==> src/common/bus_err_consts.vh <==
// Purpose: constants for the processor-bus error log, mask and routing block
// Assumes: 16-bit registers reached by byte offset in configuration space
// Notes: definitions only
`ifndef BUS_ERR_CONSTS_VH
`define BUS_ERR_CONSTS_VH

// ==========================================================
// register offsets
`define OFS_FIRST_LOG 8'h60
`define OFS_NEXT_LOG 8'h62
`define OFS_MASK 8'h64
`define OFS_CTRL_EN 8'h68
`define OFS_MGMT_EN 8'h6a

// ==========================================================
// reset values and field layout
`define MASK_BOOT 16'h0009
`define ZERO16 16'h0000
`define ERR_BITS 10
`define ERR_MSB 9
`define IMPL_MASK 16'h03ff

`endif

==> src/verilog/bus_error_mask_routing.v <==
// Purpose: processor-bus error logs, sticky mask and message routing
// Assumes: error sources are single-cycle or level events on clk_i
// Notes: logs and mask only restart on power-up init (pwr_init_i)
// Functional notes
// - next log mirrors first log, write-one clears
// - masked errors never logged nor messaged
// - mask survives ordinary reset, power-up restores
// - mask boots at 0009h, data parity masked
// - request parity mask bit zero boots set
// - mask bits map to ten error sources
// - mask zero enables, one suppresses
// - enabled logged flag sends control interrupt message
// - control enable bit n gates flag n
// - enabled logged flag sends management interrupt message
// - management enable bit n gates flag n, resets zero
// - first log holds the first error event, later go next
// - simultaneous first errors all latch in first log
// - logs sticky through reset, write-one clears
`timescale 1ns/1ps
`include "bus_err_consts.vh"

module bus_error_mask_routing #(
  parameter N = `ERR_BITS
) (
  // clock and resets
  input wire clk_i,
  input wire rst_i,
  input wire pwr_init_i,
  // error events from the bus unit
  input wire [N-1:0] err_event_i,
  // configuration register port
  input wire cfg_wr_i,
  input wire cfg_rd_i,
  input wire [7:0] cfg_addr_i,
  input wire [15:0] cfg_wdata_i,
  input wire [1:0] cfg_be_i,
  output reg [15:0] cfg_rdata_o,
  // hub link special cycle requests
  output reg ctrl_irq_msg_o,
  output reg mgmt_irq_msg_o
);

  // ==========================================================
  // state
  reg [N-1:0] first_q, first_d;
  reg [N-1:0] next_q, next_d;
  reg [N-1:0] mask_q;
  reg [N-1:0] ctrl_en_q;
  reg [N-1:0] mgmt_en_q;
  reg [N-1:0] ctrl_sent_q;
  reg [N-1:0] mgmt_sent_q;
  wire [N-1:0] live_err;
  wire [N-1:0] wdata;
  wire [N-1:0] flags;
  wire [N-1:0] ctrl_new;
  wire [N-1:0] mgmt_new;
  wire [15:0] mask_boot;

  // boot mask kept at full register width, then cut to the live bits
  assign mask_boot = `MASK_BOOT;

  // byte-lane write enable on one register; bits 15:10 do not exist
  function [N-1:0] wr_bits;
    input [7:0] ofs;
    reg [15:0] lanes;
    begin
      lanes = {{8{cfg_be_i[1]}}, {8{cfg_be_i[0]}}};
      wr_bits = (cfg_wr_i && cfg_addr_i == ofs) ? lanes[N-1:0] : {N{1'b0}};
    end
  endfunction

  assign wdata = cfg_wdata_i[N-1:0];
  // masked sources are ignored entirely
  assign live_err = err_event_i & ~mask_q;

  // ==========================================================
  // log update: set wins over a write-one clear in the same cycle
  always @* begin
    first_d = first_q & ~(wdata & wr_bits(`OFS_FIRST_LOG));
    next_d = next_q & ~(wdata & wr_bits(`OFS_NEXT_LOG));
    if (first_q == {N{1'b0}}) begin
      first_d = first_d | live_err;
    end else begin
      next_d = next_d | live_err;
    end
  end

  // ==========================================================
  // sticky registers: ordinary reset leaves them alone
  always @(posedge clk_i) begin
    if (pwr_init_i) begin
      first_q <= {N{1'b0}};
      next_q <= {N{1'b0}};
      mask_q <= mask_boot[N-1:0];
    end else begin
      first_q <= first_d;
      next_q <= next_d;
      mask_q <= (mask_q & ~wr_bits(`OFS_MASK)) | (wdata & wr_bits(`OFS_MASK));
    end
  end

  // ==========================================================
  // routing enables, cleared on ordinary reset
  always @(posedge clk_i) begin
    if (rst_i || pwr_init_i) begin
      ctrl_en_q <= {N{1'b0}};
      mgmt_en_q <= {N{1'b0}};
    end else begin
      ctrl_en_q <= (ctrl_en_q & ~wr_bits(`OFS_CTRL_EN)) | (wdata & wr_bits(`OFS_CTRL_EN));
      mgmt_en_q <= (mgmt_en_q & ~wr_bits(`OFS_MGMT_EN)) | (wdata & wr_bits(`OFS_MGMT_EN));
    end
  end

  // ==========================================================
  // message generation; both types may fire if software breaks
  // the one-type-per-source convention, which is its burden
  assign flags = first_q | next_q;
  assign ctrl_new = flags & ctrl_en_q & ~ctrl_sent_q;
  assign mgmt_new = flags & mgmt_en_q & ~mgmt_sent_q;

  // sent marks rearm when the flag is cleared or on either reset
  always @(posedge clk_i) begin
    if (rst_i || pwr_init_i) begin
      ctrl_sent_q <= {N{1'b0}};
      mgmt_sent_q <= {N{1'b0}};
      ctrl_irq_msg_o <= 1'b0;
      mgmt_irq_msg_o <= 1'b0;
    end else begin
      ctrl_sent_q <= (ctrl_sent_q | ctrl_new) & flags;
      mgmt_sent_q <= (mgmt_sent_q | mgmt_new) & flags;
      ctrl_irq_msg_o <= |ctrl_new;
      mgmt_irq_msg_o <= |mgmt_new;
    end
  end

  // ==========================================================
  // read mux, one cycle latency; unmapped offsets read zero
  always @(posedge clk_i) begin
    if (rst_i) begin
      cfg_rdata_o <= `ZERO16;
    end else if (!cfg_rd_i) begin
      cfg_rdata_o <= cfg_rdata_o;
    end else if (cfg_addr_i == `OFS_FIRST_LOG) begin
      cfg_rdata_o <= {6'h00, first_q};
    end else if (cfg_addr_i == `OFS_NEXT_LOG) begin
      cfg_rdata_o <= {6'h00, next_q};
    end else if (cfg_addr_i == `OFS_MASK) begin
      cfg_rdata_o <= {6'h00, mask_q};
    end else if (cfg_addr_i == `OFS_CTRL_EN) begin
      cfg_rdata_o <= {6'h00, ctrl_en_q};
    end else if (cfg_addr_i == `OFS_MGMT_EN) begin
      cfg_rdata_o <= {6'h00, mgmt_en_q};
    end else begin
      cfg_rdata_o <= `ZERO16;
    end
  end

endmodule

==> config.mk <==
export PLATFORM = sky130hd
export DESIGN_NAME = bus_error_mask_routing
export DESIGN_NICKNAME = d
export VERILOG_FILES = /design/src/verilog/bus_error_mask_routing.v
export VERILOG_INCLUDE_DIRS = /design/src /design/src/common
export SDC_FILE = /design/constraint.sdc
export NUM_CORES = 1
export LEC_CHECK = 0
export BUFFER_PORTS_ARGS = -buffer_cell sky130_fd_sc_hd__buf_2
export CELL_PAD_IN_SITES_DETAIL_PLACEMENT = 0
export CELL_PAD_IN_SITES_GLOBAL_PLACEMENT = 1
export CORE_MARGIN = 2
export CORE_UTILIZATION = 45
export DETAILED_ROUTE_END_ITERATION = 6
export PLACE_DENSITY = 0.85
export SYNTH_ARGS = -nofsm -noshare
export SYNTH_HDL_FRONTEND = slang
export SYNTH_SLANG_ARGS = --single-unit
==> constraint.sdc <==
create_clock -name clk_i -period 2.1 [get_ports clk_i]
set_input_delay 0.21 -clock clk_i [delete_from_list [all_inputs] [get_ports clk_i]]
set_output_delay 0.21 -clock clk_i [all_outputs]
set_load 0.005 [all_outputs]
==> flow_metrics.tcl, run 1 <==
set metrics [dict create \
    grtUsageTotal_pct 22.1 \
    finalHoldViolations 0 \
    synth.distinct_cells 39 \
    ant_nets 0 \
    syn_to_final_growth_pct 11.8 \
    drv_slew 0 \
    r2r-start "first_q[7]" \
    r2r-end "next_q[1]" \
    relSlewSlack_pct 54.4 \
    clock-sinks 82 \
    grt-ovfl-total 0 \
    ir_worst_vdd_v 0.000526 \
    rrSetupSlack_ns 0.31 \
    hp-start "cfg_wdata_i[5]" \
    layout.cells.non_filler 578 \
    clkPwrFrac_pct 30.3 \
    wl_um 10300 \
    dieArea_sq_um 9470 \
    path_class "reg -> reg" \
    power_density_nw_per_um2 832 \
    grt_pass1_vias 3213 \
    die_h_um 97.3 \
    design.core.area_sq_um 8590 \
    min_path_type "in -> reg" \
    utilization_pct 50.9 \
    dp_hpwl_um 7720 \
    nFillCells 831 \
    async_reset_ff_share_pct 0 \
    htreeDepth 3 \
    wl_per_cell_um 17.8 \
    seqPwrFrac_pct 49.7 \
    num_vias 3415 \
    cap_violations 0 \
    die_w_um 97.3 \
    finalSetupViolCount 0 \
    reg2reg_depth 3 \
    synth_edf_count 0 \
    min_path_cells 3 \
    antenna_cells 0 \
    place_ws_ns 0.373 \
    p_sw_mw 1.16 \
    postCtsHoldBufs 0 \
    clock_latency_ns 0.36 \
    cp-end-kind "flop" \
    numCtsBuffers 9 \
    worst_pin_slew_ns 0.683 \
    dr.pass1.iters 5 \
    io_buffers 46 \
    timing.final.ws_setup_ns 0.313 \
    fin_crit_ns 1.79 \
    cp.required_ns 2.34 \
    mappedNetlistArea_sq_um 3920 \
    nets 507 \
    placed_cells 563 \
    row_count 34 \
    multi_input_area_sq_um 2100 \
    syn_area_per_cell_sq_um 9.20 \
    grt_max_degree 33 \
    ioPinCount 59 \
    drtIter0Drc 180 \
    start_util_pct 45.6 \
    worstSetupStartpointType "flop" \
    clk_pin_slew_ns 0.08 \
    drive_gt1_share_pct 18.5 \
    seq_area_sq_um 1640 \
    place_congestion 0.874 \
    grt_setup_unrepaired "false" \
    outcome "finished clean" \
    synth_ff_type "dfxtp_1" \
    arrival_ns 2.03 \
    fin_setup_tns_ns 0 \
    ys_ff_latch 82 \
    crit_path_max_fanout 10 \
    fin_crit_sh_pct 85.1 \
    cts_root_buffer "clkbuf_8" \
    drc 0 \
    intPower_mw 2.49 \
    postCtsSetupRepairBufs 0 \
    cts_tree "yes" \
    clk_path_buf_depth 2 \
    fin_skew_ns 0.0116 \
    switching_share_pct 31.7 \
    fmax_ghz 0.560 \
    p_comb_share_pct 20.0 \
    antenna_found_initial 0 \
    synthCells 426 \
    post_cts_resized 0 \
    p_leak_nw 1.82 \
    avgViaCountPerCell 5.91 \
    synth-seq-area-share_pct 41.9 \
    yosysWarnings 0 \
    grt_pass1_wl_um 16700 \
]
==> synthesized netlist by cell type, types with 3 or more instances <==
master / number / area (sq um)
a21oi_1: 12 / 60.1
a2bb2oi_1: 14 / 123
a32o_1: 18 / 180
and2b_1: 3 / 22.5
buf_2: 5 / 25.0
buf_4: 10 / 75.1
buf_6: 3 / 33.8
clkbuf_1: 15 / 56.3
dfxtp_1: 82 / 1640
mux2_2: 4 / 45.0
mux2i_1: 36 / 360
nand2_1: 19 / 71.3
nand3_1: 14 / 70.1
nand4_1: 5 / 31.3
nor2_1: 65 / 244
nor3b_1: 29 / 218
nor4_1: 5 / 31.3
o21a_1: 20 / 150
o21ai_0: 33 / 165
o22ai_1: 6 / 37.5
==> kinds of logic (layout without fill, tap and decap cells) <==
group	Yosys count	count (layout)	share of synthesized area (%)
simple gates	157	157	22.7
compound gates	111	111	19.9
flops	82	82	41.9
mux	40	40	10.3
buf+inv	35	74	5.05
other cells	1	6	0.0957
==> layout by cell type (no fill, tap or decap), types with 6 or more instances in the layout <==
master	instances
dfxtp_1	82
mux2i_1	36
o21a_1	20
o22ai_1	6
nand2_1	19
a21oi_1	12
a2bb2oi_1	14
conb_1	6
nor2_1	65
nor3b_1	29
a32o_1	18
clkbuf_8	9
buf_2	46
nand3_1	14
o21ai_0	33
buf_4	11
==> through the flow <==
stage / power [mW] / area [sq um] / hold slack, ns
final: 3.64 / 4380 / 0.157
after global routing: 3.80 / 4380 / 0.177
after CTS: 3.66 / 4380 / 0.159
after detailed placement: 2.56 / 4190 / 0.443
after global placement: 2.54 / 4190 / 0.435
after floorplan: 2.32 / 3940 / 0.335
==> layer usage <==
metal | GRT usage [%] | vias to the layer above | routed length [um]
met4 | 7.05 | 0 | 138
met2 | 36.4 | 89 | 4930
li1 | - | 1627 | -
met1 | 29.6 | 1689 | 4690
met5 | 0 | - | 0
met3 | 3.96 | 10 | 511
==> power by group through the flow <==
stage	logic, mW	registers (mW)	clock network, mW
2_1_floorplan	0.520	1.80	0
3_3_place_gp	0.696	1.84	0
3_5_place_dp	0.720	1.84	0
4_1_cts	0.726	1.81	1.13
5_1_grt	0.797	1.83	1.18
6_report	0.727	1.81	1.11
==> critical path, stage by stage, from the launching register on <==
cell	delay, ns
dfxtp_1	0.37
nor4_1	0.35
nand4_1	0.53
a32o_1	0.42
==> worst max-delay path by stage <==
stage	slack, ns	end	cells after the start	startpoint
after floorplan	0.79	next_q[0]	3	first_q[8]
after global placement	0.39	first_q[2]	5	cfg_addr_i[4]
after detailed placement	0.37	first_q[7]	5	cfg_addr_i[1]
after CTS	0.37	next_q[1]	3	first_q[7]
after global routing	0.22	next_q[1]	3	first_q[7]
final	0.31	next_q[1]	3	first_q[7]
==> final cells by class <==
| class | instances | share of cell area, % |
|---|---|---|
| sequential | 82 | 37.5 |
| clock inverter | 5 | 1.29 |
| inverter | 2 | 0.171 |
| clock buffer | 10 | 2.92 |
| timing repair buffer | 57 | 7.14 |
| multi-input combinational | 314 | 47.9 |
| tap | 108 | 3.09 |
(Power assumes the default switching activity.)
==> inputs of run 2 (changes only) <==
CORE_UTILIZATION = 43   (was 45)
PLACE_DENSITY = 0.82   (was 0.85)
clock period = 2 ns   (was 2.1 ns; I/O delays follow)
==> run 2 against run 1 <==
Compared with the run above: critical path type unchanged; first-iteration DRC count decreased by 8.3%; clock skew is 0.0039 ns lower; sequential share of layout area down 0.54 points; worst setup slack better by 0.13 ns.
==> flow_metrics.tcl, run 2 (synthesized netlist as in run 1, its figures left out) <==
set metrics [dict create \
    worst_pin_slew_ns 0.668 \
    grt_pass1_wl_um 16600 \
    dr.pass1.iters 4 \
    worstSetupStartpointType "flop" \
    grt_max_degree 30 \
    nets 514 \
    clk_pin_slew_ns 0.08 \
    crit_path_max_fanout 10 \
    r2r-end "next_q[9]" \
    finalHoldViolations 0 \
    layout_common_cells "dfxtp_1, nor2_1, buf_2" \
    numCtsBuffers 9 \
    final_common_cell "dfxtp_1" \
    dieArea_sq_um 9890 \
    drive_gt1_share_pct 19.9 \
    fin_skew_ns 0.00770 \
    min_path_type "in -> reg" \
    finalSetupViolCount 0 \
    grt_setup_unrepaired "false" \
    postCtsHoldBufs 0 \
    avgViaCountPerCell 5.77 \
    outcome "finished clean" \
    htreeDepth 3 \
    ioPinCount 59 \
    cp.required_ns 2.23 \
    fin_setup_tns_ns 0 \
    r2r-start "first_q[8]" \
    clock-sinks 82 \
    cts_tree "yes" \
    antenna_cells 0 \
    reg2reg_depth 3 \
    p_leak_nw 1.85 \
    critPathLaunch "first_q[8]" \
    row_count 34 \
    drc 0 \
    ant_nets 0 \
    die_h_um 99.5 \
    grt-ovfl-total 0 \
    fin_crit_ns 1.55 \
    die_w_um 99.5 \
    io_buffers 46 \
    relSlewSlack_pct 55.4 \
    path_class "reg -> reg" \
    place_congestion 0.840 \
    power_density_nw_per_um2 875 \
    wl_um 10400 \
    drtIter0Drc 165 \
    rrSetupSlack_ns 0.45 \
    start_util_pct 44.7 \
    clk_path_buf_depth 2 \
    grtUsageTotal_pct 21.7 \
    wl_per_cell_um 17.7 \
    dp_hpwl_um 7940 \
    fmax_ghz 0.644 \
    crit_end "next_q[9]" \
    design.core.area_sq_um 8760 \
    grt_pass1_vias 3275 \
    antenna_found_initial 0 \
    cp-end-kind "flop" \
    arrival_ns 1.79 \
    power_mw 3.89 \
    post_cts_resized 0 \
    fin_crit_sh_pct 77.6 \
    clock_latency_ns 0.36 \
    cts_root_buffer "clkbuf_8" \
    num_vias 3383 \
    syn_to_final_growth_pct 13.4 \
    drv_slew 0 \
    postCtsSetupRepairBufs 0 \
    ir_worst_vdd_v 0.000484 \
    cap_violations 0 \
]
==> run 2: changes by cell type in the layout (fill, tap and decap cells not counted) <==
| cell | previous run | this run |
|---|---|---|
| buf_4 | 11 | 18 |
| clkinv_2 | 2 | 1 |
| clkinv_4 | 1 | 2 |
| clkinvlp_4 | 1 | 2 |
==> run 2: routing by layer <==
metal / global-route usage (%) / part of all wire, % / up-vias
met5: 0 / 0 / -
met4: 6.01 / 2.0 / 0
met3: 5.13 / 5.0 / 16
met2: 36.3 / 47 / 91
met1: 28.2 / 46 / 1629
li1: - / - / 1647
==> run 2: report_power, final <==
part	leakage [nW]	switching [mW]	internal (mW)	total (mW)
logic	1.10	0.470	0.316	0.785
clock network	0.0925	0.618	0.579	1.20
registers	0.664	0.146	1.76	1.91
==> run 2: critical path: stages, from the launching register on <==
cell	delay, ns
dfxtp_1	0.37
nor4_1	0.38
and4_1	0.51
o21ai_0	0.16
==> run 2: worst min-delay path by stage <==
stage	end	slack, ns	cells past startpoint	from
3_5_place_dp	mgmt_sent_q[5]	0.45	1	mgmt_sent_q[5]
3_3_place_gp	mgmt_sent_q[9]	0.44	1	mgmt_sent_q[9]
5_1_grt	flop	0.09	2	pwr_init_i
6_report	flop	0.10	2	pwr_init_i
4_1_cts	flop	0.09	2	pwr_init_i
2_1_floorplan	flop	0.33	2	cfg_wdata_i[0]
==> run 2: final cells by class <==
type	instances	area, sq um
multi-input cells	314	2100
fillers	844	4320
flip-flops and latches	82	1640
well taps	108	135
clock buffers	10	128
repair buffers	64	365
inverters	2	7.51
clock inverters	6	67.6
==> run 2: through the flow <==
step                      hold slack [ns]  worst slack (ns)  cell area (sq um)  utilization, %  cells
after floorplan                     0.325             0.686               3940               -    431
after global routing               0.0909             0.277               4440            50.7    586
after global placement              0.435             0.291               4250            48.5    570
after detailed placement            0.445             0.264               4250            48.5    570
final                               0.102             0.447               4440            50.7    586
after CTS                          0.0947             0.444               4440            50.7    586
==> inputs of run 3 (changes only) <==
CORE_UTILIZATION = 39   (was 43)
PLACE_DENSITY = 0.79   (was 0.82)
clock period = 1.4 ns   (was 2 ns; I/O delays follow)
==> run 3 against run 2 <==
Compared with the run above: register-to-register slack got worse by 0.40 ns; critical path depth increased by 3; power increased by 52%; final cell count increased by 8.4%; critical path type unchanged.
==> flow_metrics.tcl, run 3 (synthesized netlist as in run 1, its figures left out) <==
set metrics [dict create \
    min_path_type "in -> reg" \
    syn_to_final_growth_pct 20.7 \
    layout.cells.non_filler 635 \
    cp_slowest_cell "dfxtp_2" \
    power_mw 5.93 \
    worstSetupStartpointType "flop" \
    crit_path_frequent_cell "buf_4" \
    intPower_mw 3.97 \
    nFillCells 947 \
    clkPwrFrac_pct 27.6 \
    outcome "finished clean" \
    power_density_nw_per_um2 1250 \
    dp_hpwl_um 8490 \
    num_vias 3534 \
    design.core.area_sq_um 9770 \
    ant_nets 0 \
    cts_tree "yes" \
    postCtsHoldBufs 0 \
    row_count 36 \
    nets 538 \
    avgViaCountPerCell 5.57 \
    p_comb_share_pct 26.2 \
    fin_skew_ns 0.0160 \
    drv_slew 0 \
    postCtsSetupRepairBufs 0 \
    slowest_delay_ns 0.33 \
    switching_share_pct 33.0 \
    die_w_um 104 \
    p_leak_nw 2.00 \
    clk_pin_slew_ns 0.10 \
    grt_setup_unrepaired "true" \
    cp.required_ns 1.62 \
    grt_pass1_vias 3428 \
    clk_path_buf_depth 2 \
    path_class "reg -> reg" \
    antenna_cells 0 \
    dieArea_sq_um 10900 \
    drtIter0Drc 189 \
    grtUsageTotal_pct 20.8 \
    dr.pass1.iters 5 \
    drc 0 \
    finalHoldViolations 0 \
    ir_worst_vdd_v 0.000779 \
    crit_path_max_fanout 2 \
    grt_max_degree 30 \
    wl_per_cell_um 17.6 \
    cp-end-kind "flop" \
    io_buffers 46 \
    start_util_pct 40.1 \
    seqPwrFrac_pct 46.2 \
    arrival_ns 1.58 \
    numCtsBuffers 9 \
    seq_area_sq_um 1650 \
    fin_crit_ns 1.36 \
    clock_latency_ns 0.37 \
    cap_violations 0 \
    p_sw_mw 1.96 \
    die_h_um 104 \
    relSlewSlack_pct 60.5 \
    placed_cells 619 \
    place_congestion 0.882 \
    finalSetupViolCount 0 \
    antenna_found_initial 0 \
    clock-sinks 82 \
    fin_crit_sh_pct 96.9 \
    fin_setup_tns_ns 0 \
    worst_pin_slew_ns 0.593 \
    fmax_ghz 0.737 \
    fin_hold_ws_ns 0.0479 \
    ioPinCount 59 \
    path_cells "nor2_2 > buf_4 > nor3b_1 > nor4_1 > buf_4 > a31oi_1" \
    multi_input_area_sq_um 2140 \
    final_common_cell "dfxtp_1" \
    layout_common_cells "dfxtp_1, nor2_1, buf_2" \
    drive_gt1_share_pct 26.1 \
    grt_pass1_wl_um 17800 \
    htreeDepth 3 \
    wl_um 11200 \
    cts_root_buffer "clkbuf_8" \
    grt-ovfl-total 0 \
    utilization_pct 48.4 \
]
## run 3: cell types whose count changed in the layout (fill, tap and decap cells not counted), sizes merged
cell | previous run | this run
clkinv | 3 | 1
inv | 2 | 5
buf | 64 | 88
bufinv | 1 | 0
## run 3: cell type report
cell class	count	share of cell area, %
Tap cell	133	3.52
Sequential cell	82	34.8
Multi-Input combinational cell	314	45.3
Clock buffer	10	2.91
Inverter	2	0.159
Timing Repair Buffer	88	12.3
Clock inverter	6	0.979
## run 3: worst paths after layout
kind              slack (ns)      startpoint        endpoint  cells after the start
hold / removal          0.05  err_event_i[9]       next_q[9]                      3
setup reg to reg        0.04      first_q[5]  ctrl_irq_msg_o                      6
setup / recovery        0.04      first_q[5]  ctrl_irq_msg_o                      6
hold reg to reg         0.46  ctrl_sent_q[3]  ctrl_sent_q[3]                      1
## run 3: metal layers
metal	global-route usage [%]	up-vias	routed length [um]
li1	-	1698	-
met1	26.4	1719	5050
met2	35.1	101	5430
met3	3.88	16	511
met4	7.92	0	210
met5	0	-	0
## run 3: through the flow
stage	setup WS (ns)	cell area (sq um)
floorplan	0.0856	3940
global placement	-0.0668	4500
detailed placement	-0.0811	4500
CTS	0.00143	4690
global route	-0.0245	4730
finish	0.0438	4730
## run 3: critical path, delay by kind of cell (launching register included)
kind / cells / cell delay, ns
DFF: 1 / 0.33
and+or+nand+nor: 3 / 0.50
buffers and inverters: 2 / 0.31
AOI/OAI and AO/OA: 1 / 0.07
## run 3: power by group through the flow
stage | clock network, mW | logic [mW] | registers, mW
finish | 1.64 | 1.56 | 2.74
detailed placement | 0 | 1.48 | 2.73
global placement | 0 | 1.44 | 2.72
global route | 1.78 | 1.67 | 2.76
CTS | 1.68 | 1.50 | 2.69
floorplan | 0 | 0.779 | 2.69
## run 3: what timing repair did
action | in CTS | in global routing
setup endpoints to repair | 11 | 22
gates resized for setup | 3 | 11
pin swaps | 0 | 2
